==> src/hw/lcc_cfg.svh <==
// Function
// RULE1: the link receiver is switched off when the power-down bit is 1 and on when 0, only under software power-down control.
// RULE2: power-down source select 0 hands power-down to the supervision unit, 1 to the programmed register bits.
// RULE3: calibration select 0 takes the clock compensation delay from the supervision unit's automatic calibration.
// RULE4: calibration select 1 takes the clock compensation delay from the registers (manual control).
// RULE5: the manual delay field acts only while manual calibration is selected.
// RULE6: the manual delay is a 4-bit value in bits 3 to 0 of its register.
// RULE7: the link-domain reset is stretched by the programmed 8-bit count of link clock periods.
// RULE8: the converter-domain reset is stretched by the programmed 8-bit count of converter clock periods.
// RULE9: the supervision unit derives its interval from an 8-bit predivider counted in link clock periods.
// RULE10: a set domain reset bit holds that domain in reset, and its release is followed by the programmed stretch.
// RULE11: the simple error-rate bit enables the link bit-error check, and the low reserved bits stay 0.
`ifndef LCC_CFG_SVH
`define LCC_CFG_SVH
`define LCC_ADDR_MAIN      5'h00
`define LCC_ADDR_MANDLY    5'h01
`define LCC_ADDR_DEBUG     5'h02
`define LCC_ADDR_LINKEXT   5'h04
`define LCC_ADDR_CONVEXT   5'h05
`define LCC_ADDR_PREDIV    5'h06
`define LCC_ADDR_IOSEL1    5'h11
`define LCC_ADDR_IOSEL2    5'h12
`define LCC_ADDR_TYPE      5'h1b
`define LCC_ADDR_CONVREV   5'h1c
`define LCC_ADDR_DIGREV    5'h1d
`define LCC_ADDR_LINKREV   5'h1e
`define LCC_ADDR_PAGE      5'h1f
`define LCC_RST_MAIN       8'h03
`define LCC_RST_LINKEXT    8'h3f
`define LCC_RST_CONVEXT    8'h20
`define LCC_RST_PREDIV     8'h1d
`define LCC_RST_IOSEL      8'h80
`define LCC_BIT_LINKPD     4
`define LCC_BIT_PDSEL      3
`define LCC_BIT_CALSEL     2
`define LCC_BIT_CONVRST    1
`define LCC_BIT_LINKRST    0
`define LCC_BIT_SIMPLE_ERROR_RATE_TEST       3
`define LCC_SPI_FRAME      5'd16
`define LCC_SPI_HEADER     5'd8
`endif

==> src/hw/lcc_pkg.sv <==
package lcc_pkg;
  // serial side of the register port
  typedef struct packed {
    logic csN;
    logic sclk;
    logic sdi;
  } lcc_spi_in_s;
  typedef struct packed {
    logic sdo;
    logic sdoOe;
  } lcc_spi_out_s;
  // controls driven into the link front end
  typedef struct packed {
    logic       linkRxPowerdown;
    logic [3:0] clockDelay;
    logic       linkDomainReset;
    logic       convDomainReset;
    logic       simpleErrorTest;
    logic       supervisorTick;
  } lcc_ctrl_s;
  typedef enum logic [1:0] {
    LCC_IDLE   = 2'b00,
    LCC_HEADER = 2'b01,
    LCC_DATA   = 2'b10,
    LCC_DONE   = 2'b11
  } lcc_spi_e;
  typedef struct packed {
    logic [7:0]  mainCtl;
    logic [7:0]  manDelay;
    logic [7:0]  linkDbg;
    logic [7:0]  linkExt;
    logic [7:0]  convExt;
    logic [7:0]  preDiv;
    logic [7:0]  ioSel1;
    logic [7:0]  ioSel2;
    logic [2:0]  page;
    lcc_spi_e    phase;
    logic        sclkPrev;
    logic [4:0]  bitCnt;
    logic [15:0] shift;
    logic [7:0]  txShift;
    logic        readOp;
    logic        sdo;
    logic [7:0]  linkCnt;
    logic [7:0]  convCnt;
    logic [7:0]  divCnt;
    lcc_ctrl_s   ctrl;
  } lcc_state_s;
endpackage

==> src/hw/lcc_regs.sv <==
`timescale 1ns/1ps
`include "lcc_cfg.svh"
module lcc_regs #(
  parameter logic [2:0] OWN_PAGE  = 3'h0,
  parameter logic [7:0] TYPE_CODE = 8'h5a, // arbitrary identification value
  parameter logic [7:0] CONV_REV  = 8'h11, // arbitrary identification value
  parameter logic [7:0] DIG_REV   = 8'h12, // arbitrary identification value
  parameter logic [7:0] LINK_REV  = 8'h13  // arbitrary identification value
) (
  // clock and reset
  input  wire logic               clk,
  input  wire logic               resetn,
  // serial register port
  input  wire lcc_pkg::lcc_spi_in_s  spiIn,
  output lcc_pkg::lcc_spi_out_s      spiOut,
  // rate enables of the two clock domains
  input  wire logic               linkClkTick,
  input  wire logic               convClkTick,
  // supervision unit results
  input  wire logic               supervisorPowerdown,
  input  wire logic [3:0]         autoDelay,
  // controls to the link front end
  output lcc_pkg::lcc_ctrl_s         ctrl
);
  import lcc_pkg::*;

  lcc_state_s q;
  lcc_state_s d;
  logic       ownPage;

  assign ownPage = (q.page == OWN_PAGE);

  always_comb begin
    logic [15:0] nextShift;
    logic [7:0]  sel;
    logic        rise;
    logic        fall;
    nextShift = {q.shift[14:0], spiIn.sdi};
    rise      = spiIn.sclk && !q.sclkPrev;
    fall      = !spiIn.sclk && q.sclkPrev;
    sel       = 8'h00;
    d         = q;
    d.sclkPrev = spiIn.sclk;
    // read mux, page register visible on every page
    case (nextShift[4:0])
      `LCC_ADDR_PAGE:    sel = {5'h00, q.page};
      `LCC_ADDR_MAIN:    sel = ownPage ? q.mainCtl : 8'h00;
      `LCC_ADDR_MANDLY:  sel = ownPage ? q.manDelay : 8'h00;
      `LCC_ADDR_DEBUG:   sel = ownPage ? q.linkDbg : 8'h00;
      `LCC_ADDR_LINKEXT: sel = ownPage ? q.linkExt : 8'h00;
      `LCC_ADDR_CONVEXT: sel = ownPage ? q.convExt : 8'h00;
      `LCC_ADDR_PREDIV:  sel = ownPage ? q.preDiv : 8'h00;
      `LCC_ADDR_IOSEL1:  sel = ownPage ? q.ioSel1 : 8'h00;
      `LCC_ADDR_IOSEL2:  sel = ownPage ? q.ioSel2 : 8'h00;
      `LCC_ADDR_TYPE:    sel = ownPage ? TYPE_CODE : 8'h00;
      `LCC_ADDR_CONVREV: sel = ownPage ? CONV_REV : 8'h00;
      `LCC_ADDR_DIGREV:  sel = ownPage ? DIG_REV : 8'h00;
      `LCC_ADDR_LINKREV: sel = ownPage ? LINK_REV : 8'h00;
      default:           sel = 8'h00;
    endcase
    // frame: read flag, two spare bits, 5-bit address, then 8 data bits
    case (q.phase)
      LCC_IDLE: begin
        d.bitCnt = 5'd0;
        d.readOp = 1'b0;
        if (!spiIn.csN) begin
          d.phase = LCC_HEADER;
        end
      end
      LCC_HEADER: begin
        if (rise) begin
          d.shift  = nextShift;
          d.bitCnt = q.bitCnt + 5'd1;
          if (q.bitCnt + 5'd1 == `LCC_SPI_HEADER) begin
            d.readOp  = nextShift[7];
            d.sdo     = sel[7];
            d.txShift = {sel[6:0], 1'b0};
            d.phase   = LCC_DATA;
          end
        end
      end
      LCC_DATA: begin
        if (fall && q.readOp) begin
          d.sdo     = q.txShift[7];
          d.txShift = {q.txShift[6:0], 1'b0};
        end
        if (rise) begin
          d.shift  = nextShift;
          d.bitCnt = q.bitCnt + 5'd1;
          if (q.bitCnt + 5'd1 == `LCC_SPI_FRAME) begin
            d.phase = LCC_DONE;
            if (!q.readOp) begin
              // the address sits in bits 12:8 only once the 16th bit is in
              if (nextShift[12:8] == `LCC_ADDR_PAGE) begin
                d.page = nextShift[2:0];
              end else if (ownPage) begin
                case (nextShift[12:8])
                  `LCC_ADDR_MAIN:    d.mainCtl = {3'h0, nextShift[4:0]};
                  `LCC_ADDR_MANDLY:  d.manDelay = {4'h0, nextShift[3:0]}; // RULE6
                  `LCC_ADDR_DEBUG:   d.linkDbg = {4'h0, nextShift[3], 3'h0}; // RULE11
                  `LCC_ADDR_LINKEXT: d.linkExt = nextShift[7:0];
                  `LCC_ADDR_CONVEXT: d.convExt = nextShift[7:0];
                  `LCC_ADDR_PREDIV:  d.preDiv = nextShift[7:0];
                  `LCC_ADDR_IOSEL1:  d.ioSel1 = nextShift[7:0];
                  `LCC_ADDR_IOSEL2:  d.ioSel2 = {nextShift[7:6], 2'b00, nextShift[3:2], 2'b00};
                  default:           d.page = q.page;
                endcase
              end
            end
          end
        end
      end
      LCC_DONE: begin
        d.phase = LCC_DONE;
      end
      default: begin
        d.phase = LCC_IDLE;
      end
    endcase
    // raising chip select aborts a frame; a partial write stores nothing
    if (spiIn.csN) begin
      d.phase = LCC_IDLE;
      d.sdo   = 1'b0;
    end
    // software or supervisor owns power-down
    d.ctrl.linkRxPowerdown = q.mainCtl[`LCC_BIT_PDSEL] ? q.mainCtl[`LCC_BIT_LINKPD] // RULE1 RULE2
                                                      : supervisorPowerdown;         // RULE2
    d.ctrl.clockDelay = q.mainCtl[`LCC_BIT_CALSEL] ? q.manDelay[3:0] // RULE4 RULE5 RULE6
                                                   : autoDelay;      // RULE3
    d.ctrl.simpleErrorTest = q.linkDbg[`LCC_BIT_SIMPLE_ERROR_RATE_TEST]; // RULE11
    // stretch counters reload while the bit is held, then count down on their own domain rate
    if (q.mainCtl[`LCC_BIT_LINKRST]) begin
      d.linkCnt = q.linkExt; // RULE10
    end else if (linkClkTick && q.linkCnt != 8'h00) begin
      d.linkCnt = q.linkCnt - 8'h01; // RULE7
    end
    if (q.mainCtl[`LCC_BIT_CONVRST]) begin
      d.convCnt = q.convExt; // RULE10
    end else if (convClkTick && q.convCnt != 8'h00) begin
      d.convCnt = q.convCnt - 8'h01; // RULE8
    end
    d.ctrl.linkDomainReset = q.mainCtl[`LCC_BIT_LINKRST] || (q.linkCnt != 8'h00); // RULE7 RULE10
    d.ctrl.convDomainReset = q.mainCtl[`LCC_BIT_CONVRST] || (q.convCnt != 8'h00); // RULE8 RULE10
    // interval is predivider+1 link periods so a zero value still ticks
    d.ctrl.supervisorTick = 1'b0;
    if (linkClkTick) begin
      if (q.divCnt == 8'h00) begin
        d.divCnt              = q.preDiv; // RULE9
        d.ctrl.supervisorTick = 1'b1;     // RULE9
      end else begin
        d.divCnt = q.divCnt - 8'h01;
      end
    end
  end

  always_ff @(posedge clk or negedge resetn) begin
    if (!resetn) begin
      q          <= '0;
      q.mainCtl  <= `LCC_RST_MAIN;
      q.linkExt  <= `LCC_RST_LINKEXT;
      q.convExt  <= `LCC_RST_CONVEXT;
      q.preDiv   <= `LCC_RST_PREDIV;
      q.ioSel1   <= `LCC_RST_IOSEL;
      q.ioSel2   <= `LCC_RST_IOSEL;
      q.phase    <= LCC_IDLE;
      q.ctrl.linkDomainReset <= 1'b1;
      q.ctrl.convDomainReset <= 1'b1;
    end else begin
      q <= d;
    end
  end

  assign ctrl        = q.ctrl;
  assign spiOut = lcc_spi_out_s'{
    sdo:   q.sdo,
    sdoOe: (q.phase == LCC_DATA) && q.readOp && !spiIn.csN
  };
endmodule

==> config.mk <==
export PLATFORM = sky130hd
export DESIGN_NAME = lcc_regs
export DESIGN_NICKNAME = d
export VERILOG_FILES = /design/src/hw/lcc_pkg.sv /design/src/hw/lcc_regs.sv
export VERILOG_INCLUDE_DIRS = /design/src /design/src/hw
export SDC_FILE = /design/constraint.sdc
export NUM_CORES = 1
export LEC_CHECK = 0
export BUFFER_PORTS_ARGS = -buffer_cell sky130_fd_sc_hd__buf_2
export CAP_MARGIN = 40
export CORE_UTILIZATION = 56
export CTS_CLUSTER_SIZE = 16
export DETAILED_ROUTE_END_ITERATION = 12
export PLACE_DENSITY = 0.76
export SLEW_MARGIN = 10
export SYNTH_ARGS = -nofsm -noshare
export SYNTH_HDL_FRONTEND = slang
export SYNTH_SLANG_ARGS = --single-unit
==> constraint.sdc <==
create_clock -name clk -period 2.6 [get_ports clk]
set_clock_uncertainty 0.2 [all_clocks]
set_input_delay 0.26 -clock clk [delete_from_list [all_inputs] [get_ports clk]]
set_output_delay 0.26 -clock clk [all_outputs]
set_load 0.02 [all_outputs]
-- Yosys cells after proc, flatten, opt, wreduce, memory -nomap -nowiden
Cells that the tools add are included.
- register bits: 115
- input bits: 12
- output and inout bits: 11
- logic and storage cells: 153
- $add $sub $neg: 4
- equal/unequal tests: 34
- mux-type cells: 48
- bitwise gates (word level): 2
- reduce and logical (&&, ||, !) cells: 40
- operators with widths (operator ; count):
    $mux 8 ; 16
    $pmux 8 s13 ; 1
    $mux 64 ; 1
    $reduce_and 7->1 ; 8
    $eq 5x5->1 const B ; 11
    $pmux 23 s2 ; 1
    $mux 31 ; 1
    $eq 5x3->1 const B ; 6
    $mux 5 ; 5
    $sub 8x1->8 const B ; 3
    $mux 21 ; 1
    $mux 4 ; 5
    $reduce_bool 8->1 ; 2
    $ne 3x3->1 const B ; 5
    $pmux 5 s3 ; 1
    $reduce_and 4->1 ; 3
    $eq 5x1->1 const B ; 2
    $eq 5x2->1 const B ; 2
    $logic_not 5->1 ; 2
    $mux 10 ; 1
    $mux 2 ; 5
    $reduce_and 3->1 ; 3
    $logic_not 8->1 ; 1
    $ne 2x2->1 const B ; 4
    other kinds (18) ; 38

-- Longest topological paths before layout
Gate-level depths: netlist of run 1.
- depth after elaboration: 7
- gate-level depth with buffers: 9
- mapped depth without buffers: 7

-- Worst setup path before layout of run 1
No wires, ideal clock.
- path kind: flip-flop to flip-flop
- start: register q[59] (netlist name)
- end: register q[78] (netlist name)
- library setup time: 125 ps
- data arrival time: 2203 ps
- data required time: 2275 ps
- setup slack: 73 ps
- cell stages (with the launch flop): 7
- path buffers: 1
- clock period less this slack: 2527 ps
- path through: dfrtp_1 ha_1 or4b_2 o21ai_2 and4_1 buf_4 mux2_2
- longest elaborated chain between the ends: 3
- RTL lines (what ; line ; text):
    start, declared ; lcc_regs.sv:27 ; lcc_state_s q;
    $add 5x1->5 ; lcc_regs.sv:90 ; if (q.bitCnt + 5'd1 == `LCC_SPI_FRAME) begin
    $eq 5x5->1 (no line) ; - ;
    $reduce_and 7->1 (no line) ; - ;
Every way passes these cells.
A chain may end at the register's enable or synchronous reset.

-- Final worst setup path of run 1
- start: input spiIn[1] (netlist name)
- end: register q[79] (netlist name)
- longest elaborated chain between the ends: 2
- RTL lines (what ; line ; text):
    start, declared ; lcc_regs.sv:14 ; input wire lcc_pkg::lcc_spi_in_s spiIn,
    $logic_and 1x1->1 ; lcc_regs.sv:39 ; rise = spiIn.sclk && !q.sclkPrev;
    $reduce_and 7->1 (no line) ; - ;
Every way passes these cells.

==> impl_metrics.csv, run 1 <==
group,metric,value,unit
synthesis,yosys.area_share.simple,15.5,%
synthesis,synth-main-ff-cell,"dfrtp_1",
min_path,min_to,"ctrl[0]$_DFF_PN0_",
setup_path,cp.required,2.68,ns
global_route,grt_usage,26.2,%
synthesis,synth_cell_types,64,
routing,viasPerCell,6.08,
setup_path,regToRegSetupSlack,0.09,ns
floorplanning,initial_utilization,57.4,%
timing,max_freq,391,MHz
timing,final_hold_viol_count,0,
floorplanning,fp.dieH,105,um
timing,rsz0062_at_grt,"false",
synthesis,synth_top_family_by_area,"simple AND/OR/NAND/NOR gates",
setup_path,cp_data_arrival_time,2.64,ns
clocking,cts-root-buf,"clkbuf_8",
floorplanning,rows,37,
floorplanning,boundaryPins,23,
synthesis,async_reset_ff_share,100,%
floorplanning,die_area,0.0110,sq mm
synthesis,postSynthCellCount,566,
synthesis,avgSynthCellArea,10.4,sq um
routing,first_iter_violations,336,
cells_and_area,diodes,0,
routing,drc_errors,0,
routing,via_count,4500,
clocking,cts_tree,"done",
place,dpl_worst_slack,-0.0681,ns
routing,wl,13000,um
setup_path,startpoint_type,"input port",
synthesis,synth.area.mux_share,15.3,%
timing,min_period,2.56,ns
timing,fin_crit_sh,98.5,%
floorplanning,core-area,0.0103,sq mm
place,gp_congestion,0.976,
clocking,clock-sinks,111,
cells_and_area,layout-drive-gt1-share,29.3,%
cells_and_area,area_growth,11.0,%
timing,slew_violations,0,
synthesis,synth_nets,590,
status,outcome,"completed",
timing,whs,0.0736,ns
pwr,powerDensity,792,mW/mm^2
setup_path,worstReg2RegEnd,"q[79]$_DFFE_PN0P_",
routing,wl_per_cell,17.6,um
setup_path,reg2reg_from,"q[65]$_DFFE_PN0P_",
setup_path,cp_max_fo,8,
global_route,antenna_found_initial,0,
synthesis,yosys.area_share.adder,2.54,%
setup_path,r2r_cells,7,
synthesis,synth_xor_area_share,1.63,%
global_route,grt_first_pass_wirelength,22600,um
place,dp_hpwl,9620,um
cells_and_area,fillers,831,
synthesis,ys_seq_area_share,47.4,%
place,io_buffer_count,22,
clocking,cts-buffers-inserted,9,
clocking,clockBufferDepth,2,
setup_path,crit_path_end_kind,"flop",
floorplanning,die_w,105,um
timing,maxSlewHeadroom,46.0,%
pwr,p_total,5.19,mW
synthesis,ys_warn_count,0,
setup_path,cp-startpoint,"spiIn[1]",
synthesis,netlist_area,0.00590,sq mm
timing,setup_ws,0.0397,ns
routing,final_antenna_net_count,0,
synthesis,synth_compound_area_share,13.1,%
clocking,worstSkewPairLatency,0.39,ns
synthesis,synth_edf_count,0,
pwr,p_leak,2.88,nW
timing,setup_tns,0,ns
timing,setup_violations,0,
global_route,first_global_vias,4585,
routing,drtPass1Iterations,5,
global_route,grt_max_degree,54,
min_path,hold_class,"input port to flop",
clocking,cts_htree_levels,3,
run,maxCapViolations,0,
global_route,grt-ovfl-total,0,
clocking,clk_pin_slew,0.10,ns
min_path,min_from,"linkClkTick",
min_path,whs_path_depth,3,
timing,worst_slew_pin_slew,0.789,ns
cells_and_area,final_core_utilization,63.7,%
setup_path,crit_type,"input port to flop",
pwr,ir_worst_vdd,0.000523,V
cells_and_area,fin_nets,623,
synthesis,ys_seq_elements,111,
[worst max-delay path, cell delays in order]
cell and delay [ns]:
dlygate4sd3_1 0.51, buf_2 0.13, or3b_2 0.48, or4_4 0.45, nor2_1 0.14, and4_4 0.32, mux2_2 0.35
[logic make-up (layout without fill, tap and decap cells)]
group,Yosys count,in the layout
AND/OR/NAND/NOR,170,170
AO/OA/AOI/OAI,122,122
flip-flops,111,111
multiplexers,80,80
buffers and inverters,60,98
adder cells (fa/ha/maj),12,12
XOR/XNOR,11,11
[registers in the layout, indices dropped and copies added, names as in the netlist]
name and flops:
q 100, ctrl 9, d 1, spiOut 1
[layer usage]
| layer | up-vias | routed length [um] | track usage [%] |
|---|---|---|---|
| met4 | 0 | 330 | 11.6 |
| met3 | 31 | 650 | 5.43 |
| met1 | 2229 | 5750 | 34.3 |
| li1 | 2107 | - | - |
| met5 | - | 0 | 0 |
| met2 | 133 | 6300 | 42.0 |
[cell usage after synthesis (3+ instances only)]
| library cell | n | area share, % |
|---|---|---|
| dfrtp_1 | 94 | 40 |
| mux2_2 | 71 | 14 |
| nand2_1 | 48 | 3.1 |
| o21ai_0 | 44 | 3.7 |
| clkbuf_1 | 26 | 1.7 |
| a21oi_1 | 23 | 2.0 |
| nand3_1 | 22 | 1.9 |
| nor2_1 | 19 | 1.2 |
| inv_1 | 18 | 1.1 |
| dfstp_2 | 17 | 7.6 |
| nor3_1 | 13 | 1.1 |
| ha_1 | 12 | 2.5 |
| buf_4 | 11 | 1.4 |
| or3_1 | 10 | 1.1 |
| mux2i_1 | 8 | 1.4 |
| a31oi_1 | 7 | 0.74 |
| xnor2_1 | 7 | 1.0 |
| nand2b_1 | 6 | 0.64 |
| nand4_1 | 6 | 0.64 |
| nor2b_1 | 6 | 0.64 |
| o31ai_1 | 6 | 0.76 |
| nor3b_1 | 5 | 0.64 |
| a21o_1 | 4 | 0.51 |
| and2_1 | 4 | 0.42 |
| buf_1 | 4 | 0.25 |
| nand4b_1 | 4 | 0.59 |
| nor4_1 | 4 | 0.42 |
| o21a_1 | 4 | 0.51 |
| or3b_2 | 4 | 0.59 |
| xor2_1 | 4 | 0.59 |
| a22o_1 | 3 | 0.45 |
| a32o_1 | 3 | 0.51 |
| and3_1 | 3 | 0.32 |
| and3b_1 | 3 | 0.45 |
| o211ai_1 | 3 | 0.38 |
| or2_2 | 3 | 0.32 |
| or4_1 | 3 | 0.38 |
[area by class of cell]
cell class	count	area, sq um	area share [%]
Tap cell	136	170	2.60
Multi-Input combinational cell	395	2860	43.6
Clock inverter	5	36.3	0.554
Clock buffer	11	151	2.31
Timing Repair Buffer	64	468	7.15
Inverter	18	67.6	1.03
Sequential cell	111	2800	42.7
[how the worst max path moves through the flow]
stage / to / depth (start not counted)
final: q[79]$_DFFE_PN0P_ / 7
after detailed placement: q[79]$_DFFE_PN0P_ / 7
after global placement: q[80]$_DFFE_PN0P_ / 7
after CTS: q[109]$_DFFE_PN0P_ / 7
after global routing: q[95]$_DFFE_PN0P_ / 7
after floorplan: q[78]$_DFFE_PN0P_ / 6
[stage by stage]
stage / std cells / cell area [sq um]
3_3_place_gp: 714 / 6240
3_5_place_dp: 715 / 6240
6_report: 740 / 6550
2_1_floorplan: 566 / 5900
4_1_cts: 739 / 6520
5_1_grt: 740 / 6550
[cells in the final DEF (no fill, tap or decap), types with 4 or more instances in the layout]
cell	count
buf_2	21
o31ai_1	6
nand4_1	6
nand2_1	48
o21a_1	4
and2_1	4
dfrtp_1	94
nor3b_1	5
o21ai_0	44
or3b_2	4
mux2i_1	8
nor3_1	13
a31oi_1	7
mux2_2	70
ha_1	11
nand3_1	21
dfstp_2	17
a21oi_1	23
a21o_1	4
xnor2_1	7
nor2b_1	6
nor2_1	19
or3_1	10
nor4_1	4
buf_4	32
inv_1	18
nand4b_1	4
xor2_1	4
nand2b_1	6
clkbuf_8	11
dlygate4sd3_1	8
[power by group]
group	leakage [nW]	internal [mW]	total, mW	switching, mW
clock network	0.101	0.409	0.998	0.590
registers	1.39	2.06	2.44	0.385
logic	1.39	0.759	1.75	0.989
[timing repair]
item | in CTS | in global routing
hold buffers | 8 | 0
hold endpoints to repair | 44 | 0
resized for setup | 2 | 6
setup buffers | 0 | 1
setup endpoints to repair | 8 | 30
No activity file was read; power rests on OpenSTA's default activity.
==> run 2, diff against run 1 <==
--- a/config.mk
+++ b/config.mk
@@ -11,7 +11,7 @@
 export CORE_UTILIZATION = 56
 export CTS_CLUSTER_SIZE = 16
 export DETAILED_ROUTE_END_ITERATION = 12
-export PLACE_DENSITY = 0.76
+export PLACE_DENSITY = 0.82
 export SLEW_MARGIN = 10
 export SYNTH_ARGS = -nofsm -noshare
 export SYNTH_HDL_FRONTEND = slang
==> impl_metrics.csv, run 2 (synthesis gave the netlist of run 1 again) <==
group,metric,value,unit
status,outcome,"completed",
timing,maxSlewHeadroom,61.1,%
pwr,p_total,5.20,mW
routing,drtPass1Iterations,5,
min_path,min_from,"linkClkTick",
timing,setup_ws,0.0243,ns
run,maxCapViolations,0,
cells_and_area,diodes,0,
routing,via_count,4609,
setup_path,crit_chain,"dlygate4sd3_1 -> buf_2 -> or3b_2 -> or4_4 -> nor2_1 -> and4_1 -> buf_6 -> mux2_2",
setup_path,cp-startpoint,"spiIn[1]",
routing,wl,13400,um
timing,worst_slew_pin_slew,0.569,ns
timing,final_hold_viol_count,0,
clocking,clockBufferDepth,2,
timing,max_freq,388,MHz
clocking,clk_pin_slew,0.11,ns
setup_path,reg2reg_from,"q[59]$_DFFE_PN0P_",
pwr,p_leak,2.87,nW
clocking,cts_htree_levels,3,
timing,setup_violations,0,
timing,fin_crit_sh,99.1,%
setup_path,path_delay_family,"simple AND/OR/NAND/NOR gates",
clocking,cts-buffers-inserted,9,
timing,min_period,2.58,ns
cells_and_area,fillers,832,
floorplanning,fp.dieH,105,um
clocking,cts_tree,"done",
cells_and_area,regMostFlops,"q",
pwr,powerDensity,793,mW/mm^2
timing,whs,0.0729,ns
place,dp_hpwl,9670,um
setup_path,critPathSlowestCell,"dlygate4sd3_1",
global_route,grt_max_degree,61,
setup_path,crit_buf_inv,3,
place,placed_area,0.00626,sq mm
floorplanning,rows,37,
setup_path,critPathMaxStageDelay,0.51,ns
timing,setup_tns,0,ns
cells_and_area,fin_nets,624,
routing,first_iter_violations,304,
cells_and_area,area_growth,11.0,%
global_route,antenna_found_initial,0,
place,dp_cells,715,
floorplanning,initial_utilization,57.4,%
cells_and_area,final_common_cell,"dfrtp_1",
setup_path,crit_path_end_kind,"flop",
setup_path,startpoint_type,"input port",
global_route,first_global_vias,4559,
routing,final_antenna_net_count,0,
place,io_buffer_count,22,
cells_and_area,stdcell_count,741,
place,gp_congestion,0.920,
cells_and_area,largest_reg_flops,100,
setup_path,cp.required,2.67,ns
cells_and_area,final_core_utilization,63.8,%
global_route,grt_first_pass_wirelength,22600,um
clocking,worstSkewPairLatency,0.38,ns
cells_and_area,stdcell_area,0.00655,sq mm
cells_and_area,final_cell_mix,"dfrtp_1, mux2_2, nand2_1",
min_path,hold_class,"input port to flop",
place,dpl_worst_slack,0.0431,ns
cells_and_area,reg_top3,"q x100, ctrl x9",
clocking,clock-sinks,111,
floorplanning,core-area,0.0103,sq mm
routing,wl_per_cell,18.1,um
global_route,grt_usage,26.0,%
floorplanning,die_area,0.0110,sq mm
routing,viasPerCell,6.22,
setup_path,cp_data_arrival_time,2.64,ns
setup_path,cp_max_fo,8,
clocking,cts-root-buf,"clkbuf_8",
timing,slew_violations,0,
floorplanning,boundaryPins,23,
setup_path,crit_type,"input port to flop",
cells_and_area,layout-drive-gt1-share,28.8,%
routing,drc_errors,0,
floorplanning,die_w,105,um
global_route,grt-ovfl-total,0,
pwr,ir_worst_vdd,0.000447,V
==> run 2: cell types whose count changed in the layout (fill, tap and decap cells not counted), moves of 2 or more <==
| cell | delta |
|---|---|
| inv_6 | -2 |
| clkinv_4 | +3 |
| clkinv_2 | -2 |
| clkbuf_8 | -2 |
==> run 2: worst paths after layout <==
path / endpoint / slack, ns / cells after the start
max in group asynchronous: q[127]$_DFFE_PN1P_ / 1.37 / 3
hold / removal: q[13]$_DFFE_PN0P_ / 0.07 / 2
setup / recovery: q[82]$_DFFE_PN0P_ / 0.02 / 8
hold reg to reg: ctrl[1]$_DFF_PN0_ / 0.24 / 0
setup reg to reg: d[1]$_DFFE_PN0P_ / 0.03 / 7
min in group asynchronous: q[16]$_DFFE_PN0P_ / 0.12 / 2
==> run 2: power breakdown <==
part | leakage, nW | switching, mW | internal [mW]
sequential | 1.39 | 0.388 | 2.06
combinational | 1.40 | 1.01 | 0.769
clock | 0.0890 | 0.608 | 0.365
==> run 2: timing repair <==
action | CTS | global route
hold buffers | 8 | 0
resized for setup | 0 | 3
endpoints found under the setup margin | 0 | 11
setup buffers | 0 | 2
hold endpoints to repair | 85 | 0
==> run 2: final cells by class <==
class	instances	area [sq um]	area share (%)
Clock inverter	6	53.8	0.821
Timing Repair Buffer	65	484	7.39
Inverter	18	67.6	1.03
Multi-Input combinational cell	395	2850	43.5
Clock buffer	10	128	1.95
Tap cell	136	170	2.60
Sequential cell	111	2800	42.7
==> run 2: worst reg2reg max path, stage by stage (launching register included) <==
cell and delay [ns]:
dfrtp_1 0.39, ha_1 0.22, or4b_2 0.74, o21ai_4 0.16, buf_4 0.17, buf_4 0.10, nand4b_1 0.17, mux2_2 0.33
==> run 2: layer usage <==
metal	vias to the layer above	wire (um)	share of wire (%)	global-route usage (%)
li1	2109	-	-	-
met1	2267	5570	41	35.5
met2	195	6640	49	42.3
met3	38	842	6.3	3.87
met4	0	387	2.9	10.1
met5	-	0	0	0
